`src/pkg/hbd_pkg.sv`:
```
// constants, pin bundle and state type for the half-bridge serial fault controller
// assumes one system clock; every pin enters through the synchroniser in hbd_spi_fault
package hbd_pkg;

    localparam int HBD_WORD_W    = 16;
    localparam int HBD_NUM_BR    = 12;
    localparam int HBD_GRP_W     = 6;
    localparam int HBD_CNT_W     = 4;

    // command word fields
    localparam int CMD_SRR_BIT   = 15;
    localparam int CMD_SEL_BIT   = 14;
    localparam int CMD_UNDERLOAD_SHUTDOWN_ENABLE_BIT = 13;
    localparam int CMD_EN_LSB    = 7;
    localparam int CMD_CNF_LSB   = 1;
    localparam int CMD_OVERVOLTAGE_LOCKOUT_ENABLE_BIT  = 0;

    // status word fields
    localparam int STA_TSD_BIT   = 15;
    localparam int STA_OCS_BIT   = 14;
    localparam int STA_ULD_BIT   = 13;
    localparam int STA_OST_LSB   = 7;
    localparam int STA_CST_LSB   = 1;
    localparam int STA_PSF_BIT   = 0;

    // values after reset, and the high and low group masks
    localparam logic [15:0] HBD_WORD_RST = 16'h0000;
    localparam logic [11:0] HBD_BR_RST   = 12'h000;
    localparam logic [11:0] HBD_HI_GRP   = 12'hFC0;
    localparam logic [11:0] HBD_LO_GRP   = 12'h03F;
    localparam logic [3:0]  HBD_CNT_RST  = 4'h0;
    localparam logic [7:0]  HBD_EDGE_RST = 8'h00;

    typedef struct packed {
        logic        en;
        logic        csn;
        logic        sclk;
        logic        si;
        logic        s_ov;
        logic        s_uv;
        logic        tw;
        logic [11:0] thermal_shutdown_flag;
        logic [11:0] overcurrent_flag;
        logic [11:0] underload_flag;
    } hbd_pins_t;

    localparam hbd_pins_t HBD_PINS_RST = '{csn: 1'b1, default: '0};

    typedef enum logic [1:0] {
        HBD_SLEEP = 2'h0,
        HBD_IDLE  = 2'h1,
        HBD_FRAME = 2'h2
    } hbd_spi_state_t;

endpackage : hbd_pkg

```
`src/rtl/hbd_spi_fault.sv`:
```
// serial command/status slave and fault protection for twelve half-bridges
// assumes all pins asynchronous to SYS_CLK_I and serial clock well below clock/4
module hbd_spi_fault
    import hbd_pkg::*;
(
    input  wire logic        SYS_CLK_I,
    input  wire logic        RST_N_I,
    input  wire logic        EN_I,
    input  wire logic        CHIP_SELECT_N_I,
    input  wire logic        SCLK_I,
    input  wire logic        SI_I,
    input  wire logic        SUPPLY_OVERVOLTAGE_I,
    input  wire logic        SUPPLY_UNDERVOLTAGE_I,
    input  wire logic        THERMAL_WARNING_I,
    input  wire logic [11:0] THERMAL_FAULT_I,
    input  wire logic [11:0] OVERCURRENT_I,
    input  wire logic [11:0] UNDERLOAD_I,
    output logic             SO_O,
    output logic             SO_OE_O,
    output logic [11:0]      BRIDGE_OUTPUT_EN_O,
    output logic [11:0]      BRIDGE_OUTPUT_HIGH_O,
    output logic             THERMAL_WARNING_O
);

    // group helpers
    function automatic logic [11:0] grp_mask(input logic g);
        return g ? HBD_HI_GRP : HBD_LO_GRP;
    endfunction

    function automatic logic [11:0] grp_place(input logic g, input logic [5:0] v);
        return g ? {v, 6'h00} : {6'h00, v};
    endfunction

    function automatic logic [5:0] grp_pick(input logic g, input logic [11:0] v);
        return g ? v[11:6] : v[5:0];
    endfunction

    hbd_pins_t      pin_raw;
    hbd_pins_t      meta_r;
    hbd_pins_t      sync_r;
    hbd_pins_t      prev_r;
    hbd_spi_state_t state_r;
    hbd_spi_state_t state_nxt;
    logic           awake;
    logic           cs_fall;
    logic           cs_rise;
    logic           sclk_rise;
    logic           sclk_fall;
    logic           in_frame;
    logic           frame_start;
    logic           commit;
    logic [15:0]    rx_r;
    logic [15:0]    tx_r;
    logic [3:0]     cnt_r;
    logic           got16_r;
    logic           sel_r;
    logic           overvoltage_lockout_enable_r;
    logic [1:0]     underload_shutdown_enable_r;
    logic [11:0]    cfg_en_r;
    logic [11:0]    cfg_hi_r;
    logic [11:0]    tsd_lat_r;
    logic [11:0]    ocs_lat_r;
    logic [11:0]    uld_flag_r;
    logic [11:0]    uld_off_r;
    logic [11:0]    srr_clr;
    logic [11:0]    underload_shutdown_enable_mask;
    logic [11:0]    out_en_nxt;
    logic           lockout;
    logic [15:0]    status_word;
    logic [7:0]     edges_r;

    // two-stage synchroniser for every pin
    assign pin_raw = '{en: EN_I, csn: CHIP_SELECT_N_I, sclk: SCLK_I, si: SI_I,
                       s_ov: SUPPLY_OVERVOLTAGE_I, s_uv: SUPPLY_UNDERVOLTAGE_I,
                       tw: THERMAL_WARNING_I, thermal_shutdown_flag: THERMAL_FAULT_I,
                       overcurrent_flag: OVERCURRENT_I, underload_flag: UNDERLOAD_I};

    always_ff @(posedge SYS_CLK_I) begin
        if (!RST_N_I) begin
            meta_r <= HBD_PINS_RST;
            sync_r <= HBD_PINS_RST;
            prev_r <= HBD_PINS_RST;
        end else begin
            meta_r <= pin_raw;
            sync_r <= meta_r;
            prev_r <= sync_r;
        end
    end

    assign awake     = sync_r.en;
    assign cs_fall   = prev_r.csn & ~sync_r.csn;
    assign cs_rise   = ~prev_r.csn & sync_r.csn;
    assign sclk_rise = ~prev_r.sclk & sync_r.sclk;
    assign sclk_fall = prev_r.sclk & ~sync_r.sclk;

    // frame state
    always_comb begin
        state_nxt = state_r;
        case (state_r)
            HBD_SLEEP: begin
                if (awake) state_nxt = HBD_IDLE;
            end
            HBD_IDLE: begin
                if (!awake) state_nxt = HBD_SLEEP;
                else if (cs_fall) state_nxt = HBD_FRAME;
            end
            HBD_FRAME: begin
                if (!awake) state_nxt = HBD_SLEEP;
                else if (cs_rise) state_nxt = HBD_IDLE;
            end
            default: state_nxt = HBD_SLEEP;
        endcase
    end

    always_ff @(posedge SYS_CLK_I) begin
        if (!RST_N_I) state_r <= HBD_SLEEP;
        else          state_r <= state_nxt;
    end

    assign in_frame    = (state_r == HBD_FRAME);
    assign frame_start = (state_r == HBD_IDLE) & awake & cs_fall;
    // whole multiple of 16 bits, taken at select rise
    assign commit      = in_frame & awake & cs_rise & got16_r & (cnt_r == HBD_CNT_RST);

    // shift registers: msb first, sample on rise, shift on fall
    always_ff @(posedge SYS_CLK_I) begin
        if (!RST_N_I || !awake) begin
            rx_r    <= HBD_WORD_RST;
            tx_r    <= HBD_WORD_RST;
            cnt_r   <= HBD_CNT_RST;
            got16_r <= 1'b0;
        end else if (frame_start) begin
            tx_r    <= status_word;
            cnt_r   <= HBD_CNT_RST;
            got16_r <= 1'b0;
        end else if (in_frame) begin
            if (sclk_rise) begin
                rx_r  <= {rx_r[14:0], sync_r.si};
                cnt_r <= cnt_r + 4'h1;
                if (cnt_r == 4'hF) got16_r <= 1'b1;
            end
            if (sclk_fall) begin
                tx_r <= {tx_r[14:0], rx_r[0]};
            end
        end
    end

    assign SO_O    = tx_r[15];
    assign SO_OE_O = in_frame;

    // command registers, accepted even during lockout
    always_ff @(posedge SYS_CLK_I) begin
        if (!RST_N_I || !awake) begin
            sel_r    <= 1'b0;
            overvoltage_lockout_enable_r   <= 1'b0;
            underload_shutdown_enable_r  <= 2'h0;
            cfg_en_r <= HBD_BR_RST;
            cfg_hi_r <= HBD_BR_RST;
        end else if (commit) begin
            sel_r   <= rx_r[CMD_SEL_BIT];
            overvoltage_lockout_enable_r  <= rx_r[CMD_OVERVOLTAGE_LOCKOUT_ENABLE_BIT];
            underload_shutdown_enable_r[rx_r[CMD_SEL_BIT]] <= rx_r[CMD_UNDERLOAD_SHUTDOWN_ENABLE_BIT];
            cfg_en_r <= (cfg_en_r & ~grp_mask(rx_r[CMD_SEL_BIT]))
                      | grp_place(rx_r[CMD_SEL_BIT], rx_r[CMD_EN_LSB +: 6]);
            cfg_hi_r <= (cfg_hi_r & ~grp_mask(rx_r[CMD_SEL_BIT]))
                      | grp_place(rx_r[CMD_SEL_BIT], rx_r[CMD_CNF_LSB +: 6]);
        end
    end

    assign srr_clr    = (commit && rx_r[CMD_SRR_BIT]) ? grp_mask(rx_r[CMD_SEL_BIT])
                                                        : HBD_BR_RST;
    assign underload_shutdown_enable_mask = {{6{underload_shutdown_enable_r[1]}}, {6{underload_shutdown_enable_r[0]}}};

    // latched protection faults, a new event wins over the clear
    always_ff @(posedge SYS_CLK_I) begin
        if (!RST_N_I || !awake) begin
            tsd_lat_r  <= HBD_BR_RST;
            ocs_lat_r  <= HBD_BR_RST;
            uld_flag_r <= HBD_BR_RST;
            uld_off_r  <= HBD_BR_RST;
        end else begin
            tsd_lat_r  <= (tsd_lat_r & ~srr_clr) | sync_r.thermal_shutdown_flag;
            ocs_lat_r  <= (ocs_lat_r & ~srr_clr) | sync_r.overcurrent_flag;
            uld_flag_r <= (uld_flag_r & ~srr_clr) | sync_r.underload_flag;
            uld_off_r  <= (uld_off_r & ~srr_clr) | (sync_r.underload_flag & underload_shutdown_enable_mask);
        end
    end

    // supply lockout, non-latched; warning never reaches the bridge outputs
    assign lockout    = sync_r.s_uv | (sync_r.s_ov & overvoltage_lockout_enable_r);
    assign out_en_nxt = cfg_en_r & ~tsd_lat_r & ~ocs_lat_r & ~uld_off_r
                      & {12{~lockout & awake}};

    always_ff @(posedge SYS_CLK_I) begin
        if (!RST_N_I) begin
            BRIDGE_OUTPUT_EN_O   <= HBD_BR_RST;
            BRIDGE_OUTPUT_HIGH_O <= HBD_BR_RST;
            THERMAL_WARNING_O    <= 1'b0;
        end else begin
            BRIDGE_OUTPUT_EN_O   <= out_en_nxt;
            BRIDGE_OUTPUT_HIGH_O <= cfg_hi_r;
            THERMAL_WARNING_O    <= sync_r.tw & awake;
        end
    end

    // status snapshot: TSD and supply bits for all bridges, other fields for the group picked by the previous frame
    always_comb begin
        status_word                    = HBD_WORD_RST;
        status_word[STA_TSD_BIT]       = |tsd_lat_r;
        status_word[STA_OCS_BIT]       = |(ocs_lat_r & grp_mask(sel_r));
        status_word[STA_ULD_BIT]       = |(uld_flag_r & grp_mask(sel_r));
        status_word[STA_OST_LSB +: 6]  = grp_pick(sel_r, BRIDGE_OUTPUT_EN_O);
        status_word[STA_CST_LSB +: 6]  = grp_pick(sel_r, cfg_hi_r);
        status_word[STA_PSF_BIT]       = sync_r.s_uv | sync_r.s_ov;
    end

    // assertion helper: serial rises seen in the current frame
    always_ff @(posedge SYS_CLK_I) begin
        if (!RST_N_I || frame_start) edges_r <= HBD_EDGE_RST;
        else if (in_frame && sclk_rise) edges_r <= edges_r + 8'h01;
    end
endmodule // hbd_spi_fault

```
`config.mk`:
```
export PLATFORM = sky130hd
export DESIGN_NAME = hbd_spi_fault
export DESIGN_NICKNAME = d
export VERILOG_FILES = /design/src/pkg/hbd_pkg.sv /design/src/rtl/hbd_spi_fault.sv
export SDC_FILE = /design/constraint.sdc
export NUM_CORES = 1
export LEC_CHECK = 0
export ABC_AREA = 1
export ABC_CLOCK_PERIOD_IN_PS = 2000
export BUFFER_PORTS_ARGS = -buffer_cell sky130_fd_sc_hd__clkbuf_2
export CORE_MARGIN = 2
export CORE_UTILIZATION = 45
export CTS_BUF_LIST = sky130_fd_sc_hd__clkbuf_4 sky130_fd_sc_hd__clkbuf_8 sky130_fd_sc_hd__clkbuf_16
export CTS_CLUSTER_DIAMETER = 200
export DETAILED_ROUTE_END_ITERATION = 12
export GPL_ROUTABILITY_DRIVEN = 0
export GPL_TIMING_DRIVEN = 1
export SKIP_LAST_GASP = 1
export SYNTH_ARGS = -nofsm -noshare
export SYNTH_HDL_FRONTEND = slang
export SYNTH_SLANG_ARGS = --single-unit
```
`constraint.sdc`:
```
create_clock -name SYS_CLK_I -period 2 [get_ports SYS_CLK_I]
set_clock_uncertainty 0.15 [all_clocks]
set_input_delay 0 -clock SYS_CLK_I [delete_from_list [all_inputs] [get_ports SYS_CLK_I]]
set_output_delay 0 -clock SYS_CLK_I [all_outputs]
set_load 0.01 [all_outputs]
```
==> results_dict.tcl <==
set metrics [dict create \
    status "complete, no violations" \
    ys_top_cells_by_area "dfxtp_1 (58%), nand2_1 (12%), inv_1 (8.4%)" \
    syn_inst 989 \
    synthFlopType "dfxtp_1" \
    cp_cell_sequence "inv_1, ha_1, nand2_1, inv_1, nand2_2, nor2_8, nand3_4, inv_2, a21oi_1" \
    clockRootBuffer "clkbuf_16" \
    avgSynthCellArea_sq_um 7.98 \
    fin_hold_ws_ns 0.0663 \
    met3_usage_pct 3.17 \
    leakage_nw 4.61 \
    min_from "THERMAL_FAULT_I[10]" \
    synth.cells.most_frequent "nand2_1 (255), dfxtp_1 (228), inv_1 (177)" \
    reg2reg_from "cnt_r[0]" \
    grt_first_pass_wirelength_microns 28200 \
    netlist_area_sq_um 7890 \
    ys_ff_latch 228 \
    min_to "meta_r[34]" \
    end_kind "flop" \
    slew_viol_final 0 \
    fin_cells 1370 \
    synth_fp_nets 1036 \
    rrSetupSlack_ns 0.22 \
    die_height_microns 136 \
    crit_top_cell "inv_1" \
    hold_depth 4 \
    core_sq_um 17200 \
    cp_slowest_cell "dfxtp_1" \
    layout_min_cycle_time_ns 1.78 \
    clk_pin_slew_ns 0.06 \
    clock-sinks 228 \
    numCtsBuffers 24 \
    grt_antenna_before_repair 0 \
    dp_hpwl_microns 11100 \
    clock_latency_ns 0.51 \
    r2r_cells 9 \
    wl_microns 17100 \
    synth_top_area_share_pct 57.8 \
    vias 6194 \
    drc 0 \
    grt_usage_pct 19.0 \
    dp_cells 1260 \
    clockBufferDepth 3 \
    p_per_area_nw_per_um2 934 \
    slowest_delay_ns 0.33 \
    setup_violations 0 \
    grt_max_degree 46 \
    slew_headroom_pct 58.7 \
    hold_class "input pin to flop" \
    grt.busiest_layer "met2" \
    vdd_drop_max_uv 765 \
    rsz0062_at_grt "no" \
    fin_ws_ns 0.219 \
    die-area_sq_um 18600 \
    wl_per_cell_microns 12.4 \
    hold_viol_final 0 \
    critical_path_class "flop to flop" \
    met2_usage_pct 29.1 \
    die_w_microns 136 \
    arrival_ns 2.02 \
    yosysMostFrequentCell "nand2_1" \
    crit_fanout 13 \
    worstPathRequired_ns 2.24 \
    place_ws_ns 0.146 \
    synthToLayoutAreaGrowth_pct 26.2 \
    seq_area_frac_synth_pct 57.8 \
    ys_warn_count 0 \
    synth_edf_count 0 \
    firstDrtPassIters 4 \
    drt_iter0_drc 413 \
    via_per_inst 4.52 \
    synth_cell_type_count 30 \
    worstSetupStartpointType "flop" \
    fin_crit_sh_pct 89.1 \
    io_buffers 71 \
    synth_top_area_cell "dfxtp_1" \
    cts_setup_buffers 0 \
    overflow 0 \
    synth_async_sr_flop_share_pct 0 \
    grt_pass1_vias 5707 \
    ant_nets 0 \
    initial_core_util_pct 45.8 \
    cap_violations 0 \
    timing.fmax_mhz 561 \
    core.rowCount 48 \
    ios 72 \
    met1_usage_pct 27.7 \
    cts_tree "built" \
    final_net_count 1176 \
    worst_pin_slew_ns 0.614 \
    cts_max_level 1 \
    num_antenna_cells 0 \
    drive_gt1_share_pct 14.3 \
    final.setup.tns_ns 0 \
]
-- stage by stage --
step                      total power, mW  util [%]  area, sq um
final                                9.30      57.8         9960
after global placement               4.95      49.2         8480
after global routing                 9.61      57.8         9960
after detailed placement             4.96      49.2         8480
after floorplan                      4.88         -         7890
after CTS                            9.40      57.7         9950
-- cell usage in the layout, fill, tap and decap left out, drive strengths merged, types with 2 or more instances in the layout --
cell / synthesis / layout
nor2: 80 / 80
nand4: 11 / 11
nand2: 257 / 257
a21oi: 90 / 90
clkinv: 0 / 5
nor3: 8 / 8
clkbuf: 21 / 106
ha: 2 / 2
inv: 186 / 186
nor4: 10 / 10
o21ai: 40 / 40
buf: 18 / 15
dfxtp: 228 / 228
nand3: 30 / 30
dlygate4sd3: 0 / 68
or2: 4 / 4
-- final cells by class --
| cell class | count | area [sq um] |
|---|---|---|
| clock buffer | 36 | 733 |
| tap | 225 | 282 |
| multi-input combinational | 536 | 2450 |
| inverter | 186 | 701 |
| sequential | 228 | 4560 |
| timing repair buffer | 153 | 1170 |
| fill | 1567 | 7280 |
| clock inverter | 6 | 55.1 |
-- timing repair --
| action | in CTS | in global routing |
|---|---|---|
| gates resized for setup | 0 | 2 |
| setup endpoints to repair | 0 | 12 |
| endpoints found under the hold margin | 77 | 0 |
| hold buffers | 68 | 0 |
-- report_power, final --
group	internal (mW)	total, mW	switching, mW
Combinational	0.164	0.299	0.136
Sequential	4.63	4.66	0.0313
Clock	2.65	4.34	1.69
-- how the worst max path moves through the flow --
| stage | cells after the start | slack [ns] | endpoint | start |
|---|---|---|---|---|
| 4_1_cts | 10 | 0.15 | flop | cnt_r[0] |
| 6_report | 9 | 0.22 | flop | cnt_r[0] |
| 2_1_floorplan | 10 | 0.41 | flop | cnt_r[0] |
| 3_5_place_dp | 10 | 0.15 | flop | cnt_r[0] |
| 5_1_grt | 10 | 0.07 | flop | cnt_r[0] |
| 3_3_place_gp | 10 | 0.22 | flop | cnt_r[0] |
-- metal layers --
layer / wire length (microns) / vias to the layer above
met5: 0 / -
met4: 373 / 0
met3: 934 / 28
met2: 7310 / 157
met1: 8430 / 2729
li1: - / 3280
-- kinds of logic after synthesis --
logic type / after synthesis / synth area share (%)
AND/OR/NAND/NOR: 402 / 21.8
flip-flops: 228 / 57.8
buffers and inverters: 225 / 11.2
AO/OA/AOI/OAI: 132 / 8.86
adder cells (fa/ha/maj): 2 / 0.317
-- worst max-delay path, delay by kind of cell, from the launching register on --
| family | cells | cell delay (ns) |
|---|---|---|
| fa+ha+maj | 1 | 0.17 |
| compound gates | 1 | 0.12 |
| flops | 1 | 0.33 |
| simple gates | 4 | 0.47 |
| buf+inv | 3 | 0.42 |
No activity file was read; power rests on OpenSTA's default activity.
